[config.mk]
export PLATFORM = sky130hd
export DESIGN_NAME = tls_torque_limit_selector
export DESIGN_NICKNAME = d
export VERILOG_FILES = /design/src/pkg/tls_pkg.sv /design/src/verilog/tls_torque_limit_selector.sv
export SDC_FILE = /design/constraint.sdc
export NUM_CORES = 1
export LEC_CHECK = 0
export ABC_AREA = 1
export CORE_ASPECT_RATIO = 1.75
export CORE_UTILIZATION = 55
export DETAILED_ROUTE_END_ITERATION = 7
export DONT_BUFFER_PORTS = 1
export HOLD_SLACK_MARGIN = 0.06
export MAX_ROUTING_LAYER = met4
export PLACE_DENSITY = 0.73
export SYNTH_ARGS = -nofsm -noshare
export SYNTH_HDL_FRONTEND = slang
export SYNTH_SLANG_ARGS = --single-unit
[constraint.sdc]
create_clock -name sys_clk -period 4.1 [get_ports sys_clk]
set_clock_uncertainty 0.05 [all_clocks]
set_input_delay 0.615 -clock sys_clk [delete_from_list [all_inputs] [get_ports sys_clk]]
set_output_delay 0.615 -clock sys_clk [all_outputs]
set_load 0.03 [all_outputs]
[src/pkg/tls_pkg.sv]
// package for the torque limit selector: register map, reset values, types
package tls_pkg;
   localparam logic [7:0] ADDR_FWD_INT = 8'h00;
   localparam logic [7:0] ADDR_REV_INT = 8'h04;
   localparam logic [7:0] ADDR_FWD_FRC = 8'h08;
   localparam logic [7:0] ADDR_REV_FRC = 8'h0c;
   localparam logic [7:0] ADDR_FWD_EXT = 8'h10;
   localparam logic [7:0] ADDR_REV_EXT = 8'h14;
   localparam logic [7:0] ADDR_MOTOR_MAX = 8'h18;
   localparam logic [7:0] ADDR_CTRL = 8'h1c;
   localparam logic [7:0] ADDR_STATUS = 8'h20;
   localparam logic [7:0] ADDR_IRQ_STAT = 8'h24;
   localparam logic [7:0] ADDR_IRQ_MASK = 8'h28;
   localparam logic [7:0] ADDR_FWD_APPLIED = 8'h2c;
   localparam logic [7:0] ADDR_REV_APPLIED = 8'h30;

   localparam int LIM_W = 16;
   localparam logic [15:0] LIM_MAX_SETTING = 16'h0320;
   localparam logic [15:0] RST_TORQUE_LIMIT = 16'h0320;
   localparam logic [15:0] RST_FORCE_LIMIT = 16'h001e;
   localparam logic [15:0] RST_EXT_LIMIT = 16'h0064;
   localparam logic [15:0] RST_MOTOR_MAX = 16'h0320;

   // ctrl register bits
   localparam int CTRL_LINEAR = 0;
   localparam int CTRL_SWLIM_EN = 1;
   localparam int CTRL_FWD_ALLOC = 2;
   localparam int CTRL_REV_ALLOC = 3;
   localparam int CTRL_ESTOP_CLR = 4;
   localparam int CTRL_W = 4;

   // status register bits, stop causes sit above the three flags
   localparam int STAT_ESTOP = 0;
   localparam int STAT_FWD_ACT = 1;
   localparam int STAT_REV_ACT = 2;
   localparam int STAT_CAUSE_LSB = 3;

   // interrupt bit positions
   localparam int IRQ_ESTOP = 0;
   localparam int IRQ_FWD_EXT = 1;
   localparam int IRQ_REV_EXT = 2;
   localparam int IRQ_W = 3;

   typedef struct packed {
      logic [LIM_W-1:0] fwd;
      logic [LIM_W-1:0] rev;
   } tls_limits_t;

   typedef struct packed {
      logic sw_fwd_exceeded;
      logic sw_rev_exceeded;
      logic fwd_overtravel;
      logic rev_overtravel;
   } tls_stop_cause_t;
endpackage

[src/verilog/tls_torque_limit_selector.sv]
// torque limit selector with apb registers, external limit inputs and stop logic
//
// What this block does
// - exceeding a software position limit triggers the same emergency stop as overtravel.
// - any selected limit above the motor maximum torque is clamped to that maximum.
// - rotary forward and reverse torque are always bounded by their internal limits.
// - internal torque limits take 0 to 800 in 1% steps, reset to 800, apply at once.
// - internal force limits take 0 to 800 in 1% steps, reset to 30, apply at once.
// - with a linear motor the force limits replace the torque limits.
// - an asserted forward input selects the smaller of internal and external forward limit.
// - an asserted reverse input selects the smaller of internal and external reverse limit.
// - a deasserted reverse input leaves only the internal reverse limit.
//
// Our own choices: the register addresses and the APB register port.
`timescale 1ns/1ps
module tls_torque_limit_selector
   import tls_pkg::*;
(
   input wire logic sys_clk,
   input wire logic rstn,
   input wire logic psel,
   input wire logic penable,
   input wire logic pwrite,
   input wire logic [7:0] paddr,
   input wire logic [31:0] pwdata,
   output logic [31:0] prdata,
   output logic pready,
   output logic pslverr,
   input wire logic fwd_external_limit_input,
   input wire logic rev_external_limit_input,
   input wire logic fwd_overtravel_input,
   input wire logic rev_overtravel_input,
   input wire logic sw_fwd_limit_exceeded,
   input wire logic sw_rev_limit_exceeded,
   output logic [LIM_W-1:0] fwd_torque_clamp,
   output logic [LIM_W-1:0] rev_torque_clamp,
   output logic emergency_stop,
   output logic irq
);

   // settings clipped to the legal range
   // oversize limit writes saturate at the top instead of wrapping; a motor maximum write keeps only its low 16 bits
   function automatic logic [LIM_W-1:0] clip_setting(input logic [31:0] v);
      clip_setting = (v[31:LIM_W] != '0 || v[LIM_W-1:0] > LIM_MAX_SETTING) ?
                     LIM_MAX_SETTING : v[LIM_W-1:0];
   endfunction

   function automatic logic [LIM_W-1:0] min16(input logic [LIM_W-1:0] a,
                                             input logic [LIM_W-1:0] b);
      min16 = (a < b) ? a : b;
   endfunction

   // write access aimed at one register
   function automatic logic wr_hit(input logic wr,
                                   input logic [7:0] addr,
                                   input logic [7:0] target);
      wr_hit = wr && (addr == target);
   endfunction

   // registered state and next values
   logic [LIM_W-1:0] fwd_int_reg, fwd_int_next;
   logic [LIM_W-1:0] rev_int_reg, rev_int_next;
   logic [LIM_W-1:0] fwd_frc_reg, fwd_frc_next;
   logic [LIM_W-1:0] rev_frc_reg, rev_frc_next;
   logic [LIM_W-1:0] fwd_ext_reg, fwd_ext_next;
   logic [LIM_W-1:0] rev_ext_reg, rev_ext_next;
   logic [LIM_W-1:0] motor_max_reg, motor_max_next;
   logic [CTRL_W-1:0] ctrl_reg, ctrl_next;
   logic [IRQ_W-1:0] irq_stat_reg, irq_stat_next;
   logic [IRQ_W-1:0] irq_mask_reg, irq_mask_next;
   logic [31:0] prdata_reg, prdata_next;
   logic pready_reg, pready_next;
   logic pslverr_reg, pslverr_next;
   logic [1:0] fwd_sync_reg, fwd_sync_next;
   logic [1:0] rev_sync_reg, rev_sync_next;
   logic fwd_prev_reg, fwd_prev_next;
   logic rev_prev_reg, rev_prev_next;
   tls_limits_t applied_reg, applied_next;
   logic estop_reg, estop_next;
   logic irq_reg, irq_next;

   // combinational helpers
   logic apb_access;
   logic apb_wr;
   logic estop_clr;
   logic fwd_active;
   logic rev_active;
   logic stop_event;
   tls_stop_cause_t cause;
   tls_limits_t internal;
   tls_limits_t selected;
   logic [IRQ_W-1:0] irq_event;

   assign apb_access = psel && penable && !pready_reg;
   assign apb_wr = apb_access && pwrite;
   assign estop_clr = wr_hit(apb_wr, paddr, ADDR_CTRL) && pwdata[CTRL_ESTOP_CLR];

   // inputs after the two-stage synchronisers, gated by allocation
   // an unallocated input stays inactive whatever its contact does
   assign fwd_active = fwd_sync_reg[1] && ctrl_reg[CTRL_FWD_ALLOC];
   assign rev_active = rev_sync_reg[1] && ctrl_reg[CTRL_REV_ALLOC];

   // stop causes, software limits only when enabled
   always_comb begin
      cause.sw_fwd_exceeded = sw_fwd_limit_exceeded && ctrl_reg[CTRL_SWLIM_EN];
      cause.sw_rev_exceeded = sw_rev_limit_exceeded && ctrl_reg[CTRL_SWLIM_EN];
      cause.fwd_overtravel = fwd_overtravel_input;
      cause.rev_overtravel = rev_overtravel_input;
   end
   assign stop_event = |cause;

   // internal limit source by motor type
   always_comb begin
      if (ctrl_reg[CTRL_LINEAR]) begin
         internal.fwd = fwd_frc_reg;
         internal.rev = rev_frc_reg;
      end else begin
         internal.fwd = fwd_int_reg;
         internal.rev = rev_int_reg;
      end
   end

   // limit selection per direction
   always_comb begin
      selected.fwd = fwd_active ? min16(internal.fwd, fwd_ext_reg) : internal.fwd;
      selected.rev = rev_active ? min16(internal.rev, rev_ext_reg) : internal.rev;
   end

   // motor maximum clamp, registered on the next edge
   always_comb begin
      applied_next.fwd = min16(selected.fwd, motor_max_reg);
      applied_next.rev = min16(selected.rev, motor_max_reg);
   end

   // emergency stop latch, the event wins over a clear
   // a cause still present keeps the stop, so software cannot undo it
   always_comb begin
      estop_next = estop_reg;
      if (estop_clr) begin
         estop_next = 1'b0;
      end
      if (stop_event) begin
         estop_next = 1'b1;
      end
   end

   // two-stage synchronisers, contact levels are not tied to sys_clk
   always_comb begin
      fwd_sync_next = {fwd_sync_reg[0], fwd_external_limit_input};
      rev_sync_next = {rev_sync_reg[0], rev_external_limit_input};
   end

   // last allocated level, for toggle events
   always_comb begin
      fwd_prev_next = fwd_active;
      rev_prev_next = rev_active;
   end

   // apb register writes and read mux
   always_comb begin
      fwd_int_next = fwd_int_reg;
      rev_int_next = rev_int_reg;
      fwd_frc_next = fwd_frc_reg;
      rev_frc_next = rev_frc_reg;
      fwd_ext_next = fwd_ext_reg;
      rev_ext_next = rev_ext_reg;
      motor_max_next = motor_max_reg;
      ctrl_next = ctrl_reg;
      irq_mask_next = irq_mask_reg;
      prdata_next = prdata_reg;
      pslverr_next = 1'b0;
      pready_next = apb_access;
      if (apb_access) begin
         prdata_next = '0;
         unique case (paddr)
            ADDR_FWD_INT: begin
               if (pwrite) fwd_int_next = clip_setting(pwdata);
               prdata_next[LIM_W-1:0] = fwd_int_reg;
            end
            ADDR_REV_INT: begin
               if (pwrite) rev_int_next = clip_setting(pwdata);
               prdata_next[LIM_W-1:0] = rev_int_reg;
            end
            ADDR_FWD_FRC: begin
               if (pwrite) fwd_frc_next = clip_setting(pwdata);
               prdata_next[LIM_W-1:0] = fwd_frc_reg;
            end
            ADDR_REV_FRC: begin
               if (pwrite) rev_frc_next = clip_setting(pwdata);
               prdata_next[LIM_W-1:0] = rev_frc_reg;
            end
            ADDR_FWD_EXT: begin
               if (pwrite) fwd_ext_next = clip_setting(pwdata);
               prdata_next[LIM_W-1:0] = fwd_ext_reg;
            end
            ADDR_REV_EXT: begin
               if (pwrite) rev_ext_next = clip_setting(pwdata);
               prdata_next[LIM_W-1:0] = rev_ext_reg;
            end
            ADDR_MOTOR_MAX: begin
               if (pwrite) motor_max_next = pwdata[LIM_W-1:0];
               prdata_next[LIM_W-1:0] = motor_max_reg;
            end
            ADDR_CTRL: begin
               if (pwrite) ctrl_next = pwdata[CTRL_W-1:0];
               prdata_next[CTRL_W-1:0] = ctrl_reg;
            end
            // read-only views except the writable irq mask and write-one-to-clear irq status; other writes ignored without an error
            ADDR_STATUS: begin
               prdata_next[STAT_ESTOP] = estop_reg;
               prdata_next[STAT_FWD_ACT] = fwd_active;
               prdata_next[STAT_REV_ACT] = rev_active;
               prdata_next[STAT_CAUSE_LSB +: $bits(tls_stop_cause_t)] = cause;
            end
            ADDR_IRQ_STAT: begin
               prdata_next[IRQ_W-1:0] = irq_stat_reg;
            end
            ADDR_IRQ_MASK: begin
               if (pwrite) irq_mask_next = pwdata[IRQ_W-1:0];
               prdata_next[IRQ_W-1:0] = irq_mask_reg;
            end
            ADDR_FWD_APPLIED: begin
               prdata_next[LIM_W-1:0] = applied_reg.fwd;
            end
            ADDR_REV_APPLIED: begin
               prdata_next[LIM_W-1:0] = applied_reg.rev;
            end
            default: begin
               pslverr_next = 1'b1;
            end
         endcase
      end
   end

   // event sources: a new stop and a toggle of either allocated input
   always_comb begin
      irq_event = '0;
      irq_event[IRQ_ESTOP] = stop_event && !estop_reg;
      irq_event[IRQ_FWD_EXT] = fwd_active != fwd_prev_reg;
      irq_event[IRQ_REV_EXT] = rev_active != rev_prev_reg;
   end

   // sticky status, write one to clear, set wins
   // irq uses the next status so it rises with the sticky bit
   always_comb begin
      irq_stat_next = irq_stat_reg;
      if (wr_hit(apb_wr, paddr, ADDR_IRQ_STAT)) begin
         irq_stat_next = irq_stat_reg & ~pwdata[IRQ_W-1:0];
      end
      irq_stat_next = irq_stat_next | irq_event;
      irq_next = |(irq_stat_next & irq_mask_next);
   end

   // setting and control registers
   always_ff @(posedge sys_clk or negedge rstn) begin
      if (!rstn) begin
         fwd_int_reg <= RST_TORQUE_LIMIT;
         rev_int_reg <= RST_TORQUE_LIMIT;
         fwd_frc_reg <= RST_FORCE_LIMIT;
         rev_frc_reg <= RST_FORCE_LIMIT;
         fwd_ext_reg <= RST_EXT_LIMIT;
         rev_ext_reg <= RST_EXT_LIMIT;
         motor_max_reg <= RST_MOTOR_MAX;
         ctrl_reg <= '0;
         irq_mask_reg <= '0;
      end else begin
         fwd_int_reg <= fwd_int_next;
         rev_int_reg <= rev_int_next;
         fwd_frc_reg <= fwd_frc_next;
         rev_frc_reg <= rev_frc_next;
         fwd_ext_reg <= fwd_ext_next;
         rev_ext_reg <= rev_ext_next;
         motor_max_reg <= motor_max_next;
         ctrl_reg <= ctrl_next;
         irq_mask_reg <= irq_mask_next;
      end
   end

   // apb response registers
   always_ff @(posedge sys_clk or negedge rstn) begin
      if (!rstn) begin
         prdata_reg <= '0;
         pready_reg <= 1'b0;
         pslverr_reg <= 1'b0;
      end else begin
         prdata_reg <= prdata_next;
         pready_reg <= pready_next;
         pslverr_reg <= pslverr_next;
      end
   end

   // synchroniser stages and input history
   always_ff @(posedge sys_clk or negedge rstn) begin
      if (!rstn) begin
         fwd_sync_reg <= '0;
         rev_sync_reg <= '0;
         fwd_prev_reg <= 1'b0;
         rev_prev_reg <= 1'b0;
      end else begin
         fwd_sync_reg <= fwd_sync_next;
         rev_sync_reg <= rev_sync_next;
         fwd_prev_reg <= fwd_prev_next;
         rev_prev_reg <= rev_prev_next;
      end
   end

   // applied limits, zero until the first edge after reset
   always_ff @(posedge sys_clk or negedge rstn) begin
      if (!rstn) begin
         applied_reg <= '0;
      end else begin
         applied_reg <= applied_next;
      end
   end

   // emergency stop latch register
   always_ff @(posedge sys_clk or negedge rstn) begin
      if (!rstn) begin
         estop_reg <= 1'b0;
      end else begin
         estop_reg <= estop_next;
      end
   end

   // interrupt status and line
   always_ff @(posedge sys_clk or negedge rstn) begin
      if (!rstn) begin
         irq_stat_reg <= '0;
         irq_reg <= 1'b0;
      end else begin
         irq_stat_reg <= irq_stat_next;
         irq_reg <= irq_next;
      end
   end

   assign prdata = prdata_reg;
   assign pready = pready_reg;
   assign pslverr = pslverr_reg;
   assign fwd_torque_clamp = applied_reg.fwd;
   assign rev_torque_clamp = applied_reg.rev;
   assign emergency_stop = estop_reg;
   assign irq = irq_reg;
endmodule

==> metrics <==
status=finished, violations left; violated checks=hold timing; layout cells sized above 1=9.83%; Via-to-Cell Ratio=between 5 and 6; measured slew at the worst slew-check pin=0.874 ns; largest area contributor in the netlist=dfrtp_1; synthesized flop and latch total=180; first-pass GRT wire length=47200 um; cell row count=between 60 and 70; global placer's final weighted congestion=0.967; worst path required time=4.42 ns; crit path capture type=flop; Setup CP Type=flop to flop; CTS tree=built; # IOs=119; Synth Instances=1245; Final Hold Vio Count=157; worst-path maximum fanout=34; clk sinks=180; EDFF count, synth=0; Setup WS post-layout=0.148 ns; core area=17600 sq um; Post-Route Setup TNS=0 ns; worst hold slack=-0.175 ns; Slew HR=between 40 and 50%; die area=18700 sq um; Num CTS Buffers=17; starting density of the core=56.6%; largest net degree at the start of global routing=181; register area share after synthesis=45.5%; FF-to-FF path depth=20; Cell Count, Final, Fillers Out=1502; post-synthesis simple-gate area fraction=21.0%; Fillers=1597; DPL Wire Length=22500 um; Compound-Gate Fraction of Synth Area=15.6%; worst skew pair latency=0.44 ns; Root Buffer=clkbuf_16; Synth Warn #=0; fin crit share=96.4%; Remaining DRCs=0; CP arrival=4.28 ns; minimum clock period=3.95 ns; synth unique cells=38; Pleak=5.54 nW; Adder-Cell Fraction of Synth Area=7.53%; Routed WL per cell=approximately 20 um; pwr dens=~350 nW/um^2; nets@finish=1369; final setup violation count=0; Area contributors post-synth=dfrtp_1 (39%), nand2_1 (13%), o21ai_0 (7.9%); Synth top area share=39.4%; vias in the first global route=8509; Finished Core Util=61.9%; clock slew at reported path FFs=0.07 ns; Post-Syn Area=9970 sq um; initial antenna violation count=0; Congestion Overflow GR=0; H-tree Lvls=4; die span in x=104 um; layout overhead on the synthesized area=9.44%; Place WS=0.198 ns; 1st-iter DRT viols=approximately 630; HP Class=input pin to async pin; Slew Viols, Final=0; most frequent cells in the layout=nand2_1 (337), dfrtp_1 (156), inv_1 (155); placed cells=about 1500; Max IR drop VDD=~0.33 mV; Setup crit start kind=flop; commonest non-fill, non-tap cell in the layout=nand2_1; largest family of logic cells by synthesized area=simple AND/OR/NAND/NOR gates; mux cell area share after synthesis=0.791%; global-route usage over all layers=34.0%; First-pass DRT Iterations=7; worst-case clock buffer depth=2; Vert. Die Dim=180 um; Synth Flop Type=dfrtp_1; asr flop ratio synth=100%; Total Wirelength=between 30000 and 40000 um; Port Buf Inserts=0; Post-Synth XOR/XNOR Area=0.176%; total number of vias=8761; Max-cap violations=0; mean area per synthesized cell=8.01 sq um; Max Freq=253 MHz; Detail Route Antenna Nets=0; antenna cell count=0
-- cell usage after synthesis, types with 5 or more instances --
library cell  count
a211oi_1          8
a21oi_1          28
a221oi_1         30
buf_2            17
buf_4            18
clkbuf_1         23
dfrtp_1         157
dfstp_2          23
ha_1             60
inv_1           155
mux2_2            7
nand2_1         337
nand2_2           7
nand3_1          49
nand4_1           7
nor2_1           84
nor2_2            5
nor3_1            8
nor4_1            7
o2111ai_1         6
o21ai_0         157
o22ai_1          25
-- worst paths after layout --
path | from | end | slack, ns
max in group asynchronous | rstn | ctrl_reg[0] | 3.61
min in group sys_clk | fwd_external_limit_input | fwd_sync_reg[0] | 0.16
worst min register to register | fwd_sync_reg[0] | fwd_sync_reg[1] | 0.31
worst max register to register | ctrl_reg[0] | rev_torque_clamp[13] | 0.15
worst min-delay path | rstn | fwd_sync_reg[0] | -0.18
worst max-delay path | ctrl_reg[0] | rev_torque_clamp[13] | 0.15
-- power breakdown --
group          total [mW]  leakage, nW  switching, mW  internal [mW]
logic               0.299         3.23          0.201         0.0983
clock network        1.61        0.275          0.760          0.852
registers            1.92         2.04         0.0907           1.83
total                3.83         5.54           1.05           2.78
-- cell type report --
class                           instances  area (sq um)  area share, %
Timing Repair Buffer                   39           325           2.98
Sequential cell                       180          4530           41.6
Multi-Input combinational cell        863          4600           42.2
Clock inverter                         15           143           1.31
Tap cell                              231           289           2.65
Inverter                              157           592           5.43
Clock buffer                           17           425           3.90
-- metrics by stage --
| stage | power, mW | instance area (sq um) |
|---|---|---|
| floorplan | 2.15 | 10000 |
| global placement | 2.23 | 10300 |
| detailed placement | 2.23 | 10300 |
| CTS | 3.83 | 10900 |
| global route | 3.95 | 10900 |
| finish | 3.83 | 10900 |
-- per-layer routing --
| layer | GRT usage (%) | routed length (um) | vias to the layer above |
|---|---|---|---|
| met1 | 43.8 | 12100 | 4162 |
| met4 | 14.2 | 1160 | 0 |
| met5 | - | 0 | - |
| met2 | 54.0 | 14600 | 400 |
| li1 | - | - | 4113 |
| met3 | 4.85 | 2170 | 86 |
-- logic make-up after synthesis --
family / after synthesis
AOI/OAI and AO/OA: 266
xor gates and xnor gates: 2
adders and majority gates: 60
buffers and inverters: 219
DFF: 180
muxes: 7
other: 1
and+or+nand+nor: 510
-- timing repair --
item	4_1_cts	5_1_grt
hold endpoints to repair	180	180
resized for setup	0	25
buffers inserted	0	0
setup endpoints to repair	0	32
-- worst max-delay path: stages (launching register included) --
cell	delay [ns]
dfrtp_2	0.48
buf_12	0.19
o21ai_0	0.29
ha_1	0.33
a21oi_1	0.14
nand3b_1	0.13
a21oi_1	0.06
nor2_1	0.11
nand2_2	0.11
nand2_8	0.12
nand2_1	0.06
o21ai_1	0.14
ha_1	0.28
a21oi_1	0.15
nor2_1	0.05
a211oi_1	0.20
o21ai_0	0.13
a31oi_2	0.40
buf_4	0.23
nand3_1	0.10
nand2_1	0.11
No activity file was read; power rests on OpenSTA's default activity.
